<file path="config.mk">
export PLATFORM = sky130hd
export DESIGN_NAME = msb_sideband
export DESIGN_NICKNAME = d
export VERILOG_FILES = /design/src/rtl/msb_pkg.sv /design/src/rtl/msb_sideband.sv /design/src/rtl/msb_sync2.sv
export SDC_FILE = /design/constraint.sdc
export NUM_CORES = 1
export LEC_CHECK = 0
export ABC_AREA = 1
export BUFFER_PORTS_ARGS = -buffer_cell sky130_fd_sc_hd__buf_4
export CORE_UTILIZATION = 35
export CTS_BUF_LIST = sky130_fd_sc_hd__clkbuf_8
export CTS_CLUSTER_SIZE = 20
export DETAILED_ROUTE_END_ITERATION = 16
export SLEW_MARGIN = 25
export SYNTH_ARGS = -nofsm -noshare
export SYNTH_HDL_FRONTEND = slang
export SYNTH_SLANG_ARGS = --single-unit
</file>
<file path="constraint.sdc">
create_clock -name core_clk -period 2.05 [get_ports core_clk]
set_clock_uncertainty 0.05 [all_clocks]
set_input_delay 0.205 -clock core_clk [delete_from_list [all_inputs] [get_ports core_clk]]
set_output_delay 0.205 -clock core_clk [all_outputs]
set_load 0.05 [all_outputs]
</file>
<file path="src/rtl/msb_pkg.sv">
// shared constants and types for the module sideband control block
`default_nettype none
package msb_pkg;

  // ----------------------------------------------------------------
  // timing
  // ----------------------------------------------------------------
  localparam int CLK_MHZ = 25;
  localparam int RESET_MIN_US = 10;
  localparam int RESET_MIN_CYCLES = RESET_MIN_US * CLK_MHZ;
  localparam int INIT_MS = 2000;
  localparam int INIT_CYCLES = INIT_MS * 1000 * CLK_MHZ;
  localparam int LOW_POWER_LIMIT_MW = 1000;

  // ----------------------------------------------------------------
  // widths and reset values
  // ----------------------------------------------------------------
  localparam int FLAG_W = 8;
  localparam int RST_CNT_W = 16;
  localparam int INIT_CNT_W = 32;
  localparam int PIN_W = 5;
  localparam int PIN_SEL = 0;
  localparam int PIN_RST = 1;
  localparam int PIN_LPM = 2;
  localparam int PIN_SCL = 3;
  localparam int PIN_SDA = 4;
  localparam logic [PIN_W-1:0] PIN_IDLE = 5'h1B;
  localparam logic [FLAG_W-1:0] FLAG_NONE = 8'h00;
  localparam logic [RST_CNT_W-1:0] RST_CNT_ZERO = 16'h0000;
  localparam logic [RST_CNT_W-1:0] RST_CNT_ONE = 16'h0001;
  localparam logic [INIT_CNT_W-1:0] INIT_CNT_ZERO = 32'h00000000;
  localparam logic [INIT_CNT_W-1:0] INIT_CNT_ONE = 32'h00000001;

  // ----------------------------------------------------------------
  // types
  // ----------------------------------------------------------------
  typedef enum logic [1:0] {
    ST_INIT,
    ST_RUN,
    ST_RESET_LOW
  } msb_state_type;

  typedef struct packed {
    logic data_not_ready;
    logic reset_done;
    logic low_power;
    logic [FLAG_W-1:0] flags;
  } msb_status_type;

endpackage
`default_nettype wire

</file>
<file path="src/rtl/msb_sideband.sv">
// sideband control pins: select gating, reset sequence, low power, presence, attention
//
// Summary of operation
// select low: pass management bus traffic
// select high: block all management traffic
// undriven select input reads as deselected
// long enough reset low resets user settings
// init interval starts at reset rising edge
// host ignores status until reset completes
// reset end raises attention, not-ready cleared
// power-up posts same completion attention
// low power request enters reduced power
// presence output tied low internally
// attention driven low on fault/critical status
// host reads status to find cause
// host reads flag field for channel/type
// release attention once flags read, none pending
`timescale 1ns/1ps
`default_nettype none
module msb_sideband #(
  parameter int INIT_CYCLES = msb_pkg::INIT_CYCLES
)
(
  input wire logic core_clk,
  input wire logic rst_n,
  // host pins
  input wire logic module_select_n,
  input wire logic module_select_hiz,
  input wire logic module_reset_n,
  input wire logic module_reset_hiz,
  input wire logic low_power_request,
  input wire logic scl_i,
  input wire logic sda_i,
  output logic sda_o,
  output logic sda_oe_n,
  output logic module_present_n_o,
  output logic module_present_n_oe_n,
  output logic attention_n_o,
  output logic attention_n_oe_n,
  // internal management slave side
  output logic mgmt_scl,
  output logic mgmt_sda,
  input wire logic mgmt_sda_oe_n,
  output logic mgmt_selected,
  // internal status and control
  input wire logic [msb_pkg::FLAG_W-1:0] fault_event,
  input wire logic [msb_pkg::FLAG_W-1:0] flag_mask,
  input wire logic flag_read,
  input wire logic status_read,
  output logic user_settings_reset_n,
  output logic low_power_en,
  output msb_pkg::msb_status_type status
);

  // ----------------------------------------------------------------
  // pin synchronisation
  // ----------------------------------------------------------------
  logic [msb_pkg::PIN_W-1:0] pin_raw;
  logic [msb_pkg::PIN_W-1:0] pin_s;
  logic sel_n_s;
  logic rst_pin_s;
  logic lpm_s;
  logic scl_s;
  logic sda_s;

  always_comb
  begin
    pin_raw = '0;
    pin_raw[msb_pkg::PIN_SEL] = module_select_hiz | module_select_n;
    pin_raw[msb_pkg::PIN_RST] = module_reset_hiz | module_reset_n;
    pin_raw[msb_pkg::PIN_LPM] = low_power_request;
    pin_raw[msb_pkg::PIN_SCL] = scl_i;
    pin_raw[msb_pkg::PIN_SDA] = sda_i;
  end

  msb_sync2 #(
    .W(msb_pkg::PIN_W),
    .INIT(msb_pkg::PIN_IDLE)
  ) u_pin_sync (
    .core_clk(core_clk),
    .rst_n(rst_n),
    .async_in(pin_raw),
    .sync_out(pin_s)
  );

  assign sel_n_s = pin_s[msb_pkg::PIN_SEL];
  assign rst_pin_s = pin_s[msb_pkg::PIN_RST];
  assign lpm_s = pin_s[msb_pkg::PIN_LPM];
  assign scl_s = pin_s[msb_pkg::PIN_SCL];
  assign sda_s = pin_s[msb_pkg::PIN_SDA];

  // ----------------------------------------------------------------
  // management bus gating
  // ----------------------------------------------------------------
  logic scl_r;
  logic scl_nxt;
  logic sda_r;
  logic sda_nxt;
  logic sel_r;
  logic sel_nxt;
  logic sda_oe_n_r;
  logic sda_oe_n_nxt;

  always_comb
  begin
    sel_nxt = ~sel_n_s;
    if (!sel_n_s)
    begin
      scl_nxt = scl_s;
      sda_nxt = sda_s;
      sda_oe_n_nxt = mgmt_sda_oe_n;
    end
    else
    begin
      scl_nxt = 1'b1;
      sda_nxt = 1'b1;
      sda_oe_n_nxt = 1'b1;
    end
  end

  always_ff @(posedge core_clk or negedge rst_n)
  begin
    if (!rst_n)
    begin
      scl_r <= 1'b1;
      sda_r <= 1'b1;
      sel_r <= 1'b0;
      sda_oe_n_r <= 1'b1;
    end
    else
    begin
      scl_r <= scl_nxt;
      sda_r <= sda_nxt;
      sel_r <= sel_nxt;
      sda_oe_n_r <= sda_oe_n_nxt;
    end
  end

  assign mgmt_scl = scl_r;
  assign mgmt_sda = sda_r;
  assign mgmt_selected = sel_r;
  assign sda_o = 1'b0;
  assign sda_oe_n = sda_oe_n_r;

  // ----------------------------------------------------------------
  // reset and initialisation sequence
  // ----------------------------------------------------------------
  localparam logic [msb_pkg::RST_CNT_W-1:0] RST_MIN =
    msb_pkg::RST_CNT_W'(msb_pkg::RESET_MIN_CYCLES);
  localparam logic [msb_pkg::INIT_CNT_W-1:0] INIT_LAST =
    msb_pkg::INIT_CNT_W'(INIT_CYCLES - 1);

  msb_pkg::msb_state_type state_r;
  msb_pkg::msb_state_type state_nxt;
  logic [msb_pkg::RST_CNT_W-1:0] rst_cnt_r;
  logic [msb_pkg::RST_CNT_W-1:0] rst_cnt_nxt;
  logic [msb_pkg::INIT_CNT_W-1:0] init_cnt_r;
  logic [msb_pkg::INIT_CNT_W-1:0] init_cnt_nxt;
  logic user_rst_n_r;
  logic user_rst_n_nxt;
  logic dnr_r;
  logic dnr_nxt;
  logic init_done;

  always_comb
  begin
    state_nxt = state_r;
    rst_cnt_nxt = rst_cnt_r;
    init_cnt_nxt = init_cnt_r;
    user_rst_n_nxt = user_rst_n_r;
    dnr_nxt = dnr_r;
    init_done = 1'b0;
    unique case (state_r)
      msb_pkg::ST_INIT:
      begin
        user_rst_n_nxt = 1'b0;
        dnr_nxt = 1'b1;
        if (!rst_pin_s)
        begin
          state_nxt = msb_pkg::ST_RESET_LOW;
          rst_cnt_nxt = msb_pkg::RST_CNT_ONE;
          init_cnt_nxt = msb_pkg::INIT_CNT_ZERO;
        end
        else if (init_cnt_r == INIT_LAST)
        begin
          state_nxt = msb_pkg::ST_RUN;
          init_done = 1'b1;
          user_rst_n_nxt = 1'b1;
          dnr_nxt = 1'b0;
          init_cnt_nxt = msb_pkg::INIT_CNT_ZERO;
        end
        else
        begin
          init_cnt_nxt = init_cnt_r + msb_pkg::INIT_CNT_ONE;
        end
      end
      msb_pkg::ST_RUN:
      begin
        if (!rst_pin_s)
        begin
          state_nxt = msb_pkg::ST_RESET_LOW;
          rst_cnt_nxt = msb_pkg::RST_CNT_ONE;
        end
      end
      msb_pkg::ST_RESET_LOW:
      begin
        if (rst_pin_s)
        begin
          rst_cnt_nxt = msb_pkg::RST_CNT_ZERO;
          if (rst_cnt_r > RST_MIN)
          begin
            state_nxt = msb_pkg::ST_INIT;
            init_cnt_nxt = msb_pkg::INIT_CNT_ZERO;
          end
          else if (dnr_r)
          begin
            state_nxt = msb_pkg::ST_INIT;
          end
          else
          begin
            state_nxt = msb_pkg::ST_RUN;
          end
        end
        else
        begin
          if (rst_cnt_r <= RST_MIN)
          begin
            rst_cnt_nxt = rst_cnt_r + msb_pkg::RST_CNT_ONE;
          end
          if (rst_cnt_r > RST_MIN)
          begin
            user_rst_n_nxt = 1'b0;
            dnr_nxt = 1'b1;
          end
        end
      end
      default:
      begin
        state_nxt = msb_pkg::ST_INIT;
      end
    endcase
  end

  always_ff @(posedge core_clk or negedge rst_n)
  begin
    if (!rst_n)
    begin
      state_r <= msb_pkg::ST_INIT;
      rst_cnt_r <= msb_pkg::RST_CNT_ZERO;
      init_cnt_r <= msb_pkg::INIT_CNT_ZERO;
      user_rst_n_r <= 1'b0;
      dnr_r <= 1'b1;
    end
    else
    begin
      state_r <= state_nxt;
      rst_cnt_r <= rst_cnt_nxt;
      init_cnt_r <= init_cnt_nxt;
      user_rst_n_r <= user_rst_n_nxt;
      dnr_r <= dnr_nxt;
    end
  end

  assign user_settings_reset_n = user_rst_n_r;

  // ----------------------------------------------------------------
  // latched flags and attention output
  // ----------------------------------------------------------------
  logic [msb_pkg::FLAG_W-1:0] flags_r;
  logic [msb_pkg::FLAG_W-1:0] flags_nxt;
  logic done_r;
  logic done_nxt;
  logic att_r;
  logic att_nxt;
  logic lp_r;
  logic lp_nxt;

  always_comb
  begin
    flags_nxt = flags_r;
    done_nxt = done_r;
    if (!user_rst_n_r)
    begin
      flags_nxt = msb_pkg::FLAG_NONE;
    end
    else
    begin
      if (flag_read)
      begin
        flags_nxt = msb_pkg::FLAG_NONE;
      end
      flags_nxt = flags_nxt | fault_event;
    end
    if (status_read)
    begin
      done_nxt = 1'b0;
    end
    if (init_done)
    begin
      done_nxt = 1'b1;
    end
    else if (dnr_r)
    begin
      done_nxt = 1'b0;
    end
    att_nxt = ~dnr_nxt & (done_nxt | (|(flags_nxt & ~flag_mask)));
    lp_nxt = lpm_s;
  end

  always_ff @(posedge core_clk or negedge rst_n)
  begin
    if (!rst_n)
    begin
      flags_r <= msb_pkg::FLAG_NONE;
      done_r <= 1'b0;
      att_r <= 1'b0;
      lp_r <= 1'b0;
    end
    else
    begin
      flags_r <= flags_nxt;
      done_r <= done_nxt;
      att_r <= att_nxt;
      lp_r <= lp_nxt;
    end
  end

  assign attention_n_o = 1'b0;
  assign attention_n_oe_n = ~att_r;
  assign module_present_n_o = 1'b0;
  assign module_present_n_oe_n = 1'b0;
  assign low_power_en = lp_r;

  always_comb
  begin
    status.data_not_ready = dnr_r;
    status.reset_done = done_r;
    status.low_power = lp_r;
    status.flags = flags_r;
  end

endmodule
`default_nettype wire

</file>
<file path="src/rtl/msb_sync2.sv">
// two flip-flop synchroniser for asynchronous pin inputs
`timescale 1ns/1ps
`default_nettype none
module msb_sync2 #(
  parameter int W = 1,
  parameter logic [W-1:0] INIT = '0
)
(
  input wire logic core_clk,
  input wire logic rst_n,
  input wire logic [W-1:0] async_in,
  output logic [W-1:0] sync_out
);

  logic [W-1:0] meta_r;
  logic [W-1:0] meta_nxt;
  logic [W-1:0] sync_r;
  logic [W-1:0] sync_nxt;

  always_comb
  begin
    meta_nxt = async_in;
    sync_nxt = meta_r;
  end

  always_ff @(posedge core_clk or negedge rst_n)
  begin
    if (!rst_n)
    begin
      meta_r <= INIT;
      sync_r <= INIT;
    end
    else
    begin
      meta_r <= meta_nxt;
      sync_r <= sync_nxt;
    end
  end

  assign sync_out = sync_r;

endmodule
`default_nettype wire

</file>
==> results of run 1 <==
[cell families (layout without fill, tap and decap cells)]
| family | count (synthesis) | count (layout) | share of synthesized area |
|---|---|---|---|
| flip-flops | 77 | 77 | 0.444 |
| XOR/XNOR | 8 | 8 | 0.0160 |
| AO/OA/AOI/OAI | 35 | 35 | 0.0423 |
| other | 1 | 4 | 0.000857 |
| adder cells (fa/ha/maj) | 3 | 3 | 0.00858 |
| AND/OR/NAND/NOR | 382 | 382 | 0.390 |
| buffers and inverters | 97 | 160 | 0.0989 |
[state kept, by name, indices dropped and copies added (netlist names)]
signal                 flops
flags_r                    8
u_pin_sync.meta_r          5
user_settings_reset_n      1
dnr_r                      1
low_power_en               1
state_r                    2
u_pin_sync.sync_out        5
sda_oe_n                   1
done_r                     1
mgmt_sda                   1
init_cnt_r                32
rst_cnt_r                 16
mgmt_selected              1
att_r                      1
mgmt_scl                   1
[worst min-delay path, cell delays in order]
cell and delay [ps]:
buf_4 80, nor2_1 30, nand2_1 40, nand2_1 60
[how the worst min path moves through the flow]
stage	endpoint	from	slack, ps	depth (start not counted)
2_1_floorplan	att_r	rst_n	-140	0
3_3_place_gp	init_cnt_r[18]	rst_n	180	1
3_5_place_dp	init_cnt_r[18]	rst_n	210	1
4_1_cts	done_r	status_read	20	4
5_1_grt	flags_r[4]	fault_event[4]	50	3
6_report	done_r	status_read	50	4
[layout by cell type (no fill, tap or decap), drive strengths merged, types with 7 or more instances in the layout]
master	count
clkbuf	10
a21oi	20
xor2	7
dfrtp	65
nand3	51
nand4	15
nor2	124
nand2	179
dfstp	12
o21ai	11
dlygate4sd3	9
inv	79
buf	57
[metrics by stage]
step | instances | power (W) | worst slack [ps] | util | area, µm²
after floorplan | 606 | 0.00204 | 405 | - | 4390
final | 837 | 0.00351 | 198 | 0.433 | 5240
after global routing | 837 | 0.00369 | 10.4 | 0.433 | 5240
after global placement | 812 | 0.00219 | 203 | 0.405 | 4910
after CTS | 837 | 0.00355 | 115 | 0.432 | 5230
after detailed placement | 812 | 0.00220 | 136 | 0.405 | 4910
[timing repair]
| action | CTS | global route |
|---|---|---|
| hold buffers | 9 | 0 |
| gates resized for setup | 0 | 2 |
| setup endpoints to repair | 0 | 6 |
| setup buffers | 0 | 0 |
| hold endpoints to repair | 37 | 0 |
[Yosys cell counts (all sizes together) (2+ instances only)]
library cell	instances
a21oi	20
buf	17
clkbuf	2
dfrtp	65
dfstp	12
ha	3
inv	78
nand2	179
nand3	51
nand4	15
nor2	124
nor3	4
nor3b	2
o21ai	11
or2	5
xor2	7
[report_power, final]
group / internal [W] / switching [W] / total, W
combinational: 0.000182 / 0.000356 / 0.000537
clock: 0.000727 / 0.000588 / 0.00132
sequential: 0.00159 / 0.0000639 / 0.00165
total: 0.00250 / 0.00101 / 0.00351
[layout make-up]
| class | instances | area share |
|---|---|---|
| multi-input combinational | 432 | 0.386 |
| clock buffer | 10 | 0.0263 |
| timing repair buffer | 66 | 0.104 |
| clock inverter | 6 | 0.0179 |
| inverter | 78 | 0.0559 |
| tap | 168 | 0.0401 |
| sequential | 77 | 0.371 |
[metal layers]
layer | share of wire | global-route usage | vias to the layer above
met5 | 0 | 0 | -
met4 | 0.016 | 0.0606 | 0
met3 | 0.059 | 0.0393 | 20
met2 | 0.45 | 0.258 | 114
met1 | 0.48 | 0.233 | 1812
li1 | - | - | 1973
==> metrics.yaml, run 1 <==
worst_setup_path:
  crit_buf_inv: 1
  critPathTopFamily: "simple AND/OR/NAND/NOR gates"
  r2r_slack_ps: 200
  critPathMaxFanout: 5
  rr_startpoint: "init_cnt_r[0]"
  r2r_end: "init_cnt_r[24]"
  cp.arrival_ps: 2100
  cpPeakStageDelay_ps: 450
  crit_top_cell: "nand2_1"
  start_kind: "register"
  crit_chain: "ha_2 > inv_1 > nor2_4 > nand2_2 > nor2_4 > nand2_1 > nor2_2 > nand2_1 > nand2_1 > o21ai_1 > nor2_1"
  r2r_cells: 11
  end_kind: "register"
  path_depth: 11
  path_class: "reg -> reg"
  worstPathRequired_ps: 2300
  cp_slowest_cell: "dfrtp_1"
  critPathCapture: "init_cnt_r[24]"
  startpoint: "init_cnt_r[0]"
finish:
  nets: 695
  n_fill_cell: 1241
  multiInputGateArea_um2: 2020
  antennaDiodeCount: 0
  synthToLayoutAreaGrowth_pct: 19.7
  regArea_um2: 1940
  final_layout_size_suffix_gt1_frac: 0.191
sta:
  max_freq_mhz: 540
  finalHoldViolCount: 0
  finalSetupTns_ps: 0
  fin_crit_sh: 0.904
  tightest_slew_ps: 584
  period_needed_ps: 1850
  slew_headroom: 0.611
  rsz0062_at_grt: "no"
  hold_ws_ps: 49.1
  setup_viol: 0
  drv_slew: 0
power:
  ir_drop_mv: 0.470
  leakage_nw: 2.46
  p_per_area_nw_per_um2: 669
yosys:
  yosys-top-cells-area: "dfrtp_1, nand2_1, nor2_1"
  synth-edff-count: 0
  synth_top_cell_area_share: 0.372
  syn_inst: 603
  synth_area_per_cell_um2: 7.26
  ys_types: 34
  ys_seq_elements: 77
  synth_area_leader_cell: "dfrtp_1"
  ys_seq_area_frac: 0.444
  synthFlopType: "dfrtp_1"
  ys_async_sr_fraction: 1.00
  syn_area_um2: 4380
  yosysWarnings: 0
die:
  die_w_um: 114
  core_um2: 12100
  die_y_um: 114
  ioPinCount: 50
  fp.dieArea_um2: 13000
  start_util: 0.361
  rows: 40
clocking:
  cts_buffers: 9
  cts_root_buf: "clkbuf_8"
  clockBufferDepth: 2
  clk_pin_slew_worst_paths_ps: 80
  clkLatencyLatePin_ps: 360
  cts_tree: "done"
  cts.sinks: 77
  cts-htree-levels: 3
place:
  gp_congestion: 0.915
  dp_hpwl_um: 7410
  port_buffers: 45
routing:
  drcViolationCount: 0
  wl_per_cell_um: 12.0
  dr.pass1.iters: 6
  drt_iter0_markers: 282
  viasPerCell: 4.68
  via_count: 3919
  drtAntennaViolNets: 0
  wirelength_um: 10100
global_route:
  grt_start_max_net_pins: 44
  overflow: 0
  grt_pass1_wl_um: 17100
  grt_usage: 0.168
  antenna_found_initial: 0
  grt_pass1_vias: 3595
flow_run:
  max_cap_violations: 0
run_status:
  status: "completed"
min_path:
  hold_class: "in -> reg"
No activity file was read; power rests on OpenSTA's default activity.
==> run 2: changes to the inputs <==
==> constraint.sdc (replaced) <==
create_clock -name core_clk -period 1.9 [get_ports core_clk]
set_clock_uncertainty 0.05 [all_clocks]
set_input_delay 0.19 -clock core_clk [delete_from_list [all_inputs] [get_ports core_clk]]
set_output_delay 0.19 -clock core_clk [all_outputs]
set_load 0.05 [all_outputs]
==> run 2 against run 1 <==
Net effect: worst hold slack lost 20 ps; sequential cell count is the same; critical path type unchanged; clock power is essentially flat; count of clock-buffer cells in the layout grew 1; die area is the same.
==> metrics.yaml, run 2 (synthesized netlist as in run 1, its figures left out) <==
worst_setup_path:
  critPathTopFamily: "simple AND/OR/NAND/NOR gates"
  start_kind: "register"
  rr_startpoint: "rst_cnt_r[0]"
  path_class: "reg -> reg"
  r2r_slack_ps: 120  # -80 ps
  cpPeakStageDelay_ps: 400  # -50 ps
  worstPathRequired_ps: 2160  # -140 ps
  crit_chain: "inv_1 > ha_1 > o21bai_1 > nand2_1 > nand2_1 > nand2_1 > nand2_4 > inv_2 > nor2_1 > nor2_1 > nor2_1"
  crit_buf_inv: 2  # +1
  r2r_end: "init_cnt_r[21]"
  critPathMaxFanout: 18  # +13
  cp.arrival_ps: 2050  # -50 ps
  end_kind: "register"
  cp_slowest_cell: "dfrtp_1"
  r2r_cells: 11  # unchanged
finish:
  top_register: "init_cnt_r"
  final_cell_mix: "nand2_1, nor2_1, inv_1"
  top_regs: "init_cnt_r x32, rst_cnt_r x16, flags_r x8"
  antennaDiodeCount: 0  # unchanged
  synthToLayoutAreaGrowth_pct: 21.7
  nets: 703  # +1.2%
  n_fill_cell: 1258  # +1.4%
  utilization: 0.440  # +0.00723
  final_layout_size_suffix_gt1_frac: 0.199  # +0.00808
  largest_reg_flops: 32  # unchanged
  final_common_cell: "nand2_1"
clocking:
  clkLatencyLatePin_ps: 380  # +20 ps
  cts-htree-levels: 3  # unchanged
  clk_pin_slew_worst_paths_ps: 90  # about the same
  cts_buffers: 9  # unchanged
  cts_tree: "done"
  clockBufferDepth: 2  # unchanged
  cts_root_buf: "clkbuf_8"
  cts.sinks: 77  # unchanged
sta:
  finalSetupTns_ps: 0  # unchanged
  setup_viol: 0  # unchanged
  period_needed_ps: 1780  # -72.1 ps
  drv_slew: 0  # unchanged
  max_freq_mhz: 562  # +4.0%
  hold_ws_ps: 29.4  # -19.7 ps
  fin_crit_sh: 0.937  # +0.0334
  finalHoldViolCount: 0  # unchanged
run_status:
  status: "completed"
place:
  dp_hpwl_um: 7550  # +1.9%
  port_buffers: 45  # unchanged
  gp_congestion: 0.882  # -3.5%
min_path:
  hold_class: "in -> reg"
  hold_end: "flags_r[5]"
  hold_start: "fault_event[5]"
  hold_depth: 3  # -1
routing:
  top_layer_used: "met4"
  wl_met1_um: 4950  # +3.0%
  dr.pass1.iters: 5  # -1
  via_count: 3955  # +0.92%
  wl_met3_um: 561  # -5.2%
  viasPerCell: 4.68  # about the same
  drtAntennaViolNets: 0  # unchanged
  wirelength_um: 10600  # +4.7%
  drcViolationCount: 0  # unchanged
  wl_met2_um: 4920  # +9.0%
  drt_iter0_markers: 226  # -20%
  wl_per_cell_um: 12.5  # +3.7%
die:
  start_util: 0.361  # unchanged
  die_w_um: 114  # unchanged
  rows: 40  # unchanged
  ioPinCount: 50  # unchanged
  fp.dieArea_um2: 13000  # unchanged
  die_y_um: 114  # unchanged
  core_um2: 12100  # unchanged
global_route:
  grt_pass1_wl_um: 17500  # +2.1%
  antenna_found_initial: 0  # unchanged
  grt_start_max_net_pins: 47  # +6.8%
  grt_usage: 0.173  # +0.00446
  grt_pass1_vias: 3748  # +4.3%
  overflow: 0  # unchanged
power:
  ir_drop_mv: 0.521  # +11%
  finalPower_w: 0.00373  # +6.5%
  leakage_nw: 2.52  # +2.2%
  p_per_area_nw_per_um2: 701  # +4.8%
flow_run:
  max_cap_violations: 0  # unchanged
## run 2: through the flow
| step | cell area [µm²] | cells | setup slack (ps) |
|---|---|---|---|
| floorplan | 4390 | 606 | 255 |
| global placement | 4940 | 816 | 147 |
| detailed placement | 4940 | 816 | 82.3 |
| finish | 5330 | 845 | 120 |
| CTS | 5250 | 842 | 47.1 |
| global route | 5330 | 845 | -8.04 |
## run 2: timing repair
item / CTS / global route
hold endpoints to repair: 37 / 0
hold buffers: 10 / 0
buffers inserted: 0 / 1
endpoints found under the setup margin: 0 / 23
gates resized for setup: 0 / 5
## run 2: worst register-to-register path, cell delays in order, from the launching register on
cell and delay [ps]:
dfrtp_1 400, inv_1 70, ha_1 190, o21bai_1 130, nand2_1 70, nand2_1 100, nand2_1 100, nand2_4 140
inv_2 170, nor2_1 140, nor2_1 50, nor2_1 100
## run 2: report_power, final
group | total, W | internal (W) | leakage, nW | switching (W)
Sequential | 0.00177 | 0.00171 | 1.02 | 0.0000557
Combinational | 0.000664 | 0.000245 | 1.39 | 0.000419
Clock | 0.00130 | 0.000678 | 0.103 | 0.000621
## run 2: worst max-delay path by stage
stage / start / endpoint / cells past startpoint
after floorplan: init_cnt_r[0] / init_cnt_r[28] / 10
after global placement: rst_cnt_r[0] / rst_cnt_r[3] / 10
after detailed placement: rst_cnt_r[0] / rst_cnt_r[3] / 10
after CTS: rst_cnt_r[0] / rst_cnt_r[3] / 10
after global routing: rst_cnt_r[0] / init_cnt_r[15] / 12
final: rst_cnt_r[0] / init_cnt_r[21] / 11
## run 2: routing by layer
metal / track usage / vias up
li1: - / 1996
met1: 0.222 / 1851
met2: 0.285 / 96
met3: 0.0510 / 12
met4: 0.0442 / 0
met5: 0 / -
## run 2: layout make-up
class | instances | area, µm² | share of cell area
Sequential cell | 77 | 1940 | 0.364
Multi-Input combinational cell | 432 | 2030 | 0.382
Clock inverter | 5 | 57.6 | 0.0108
Inverter | 78 | 293 | 0.0550
Clock buffer | 11 | 151 | 0.0284
Tap cell | 168 | 210 | 0.0395
Timing Repair Buffer | 74 | 641 | 0.120
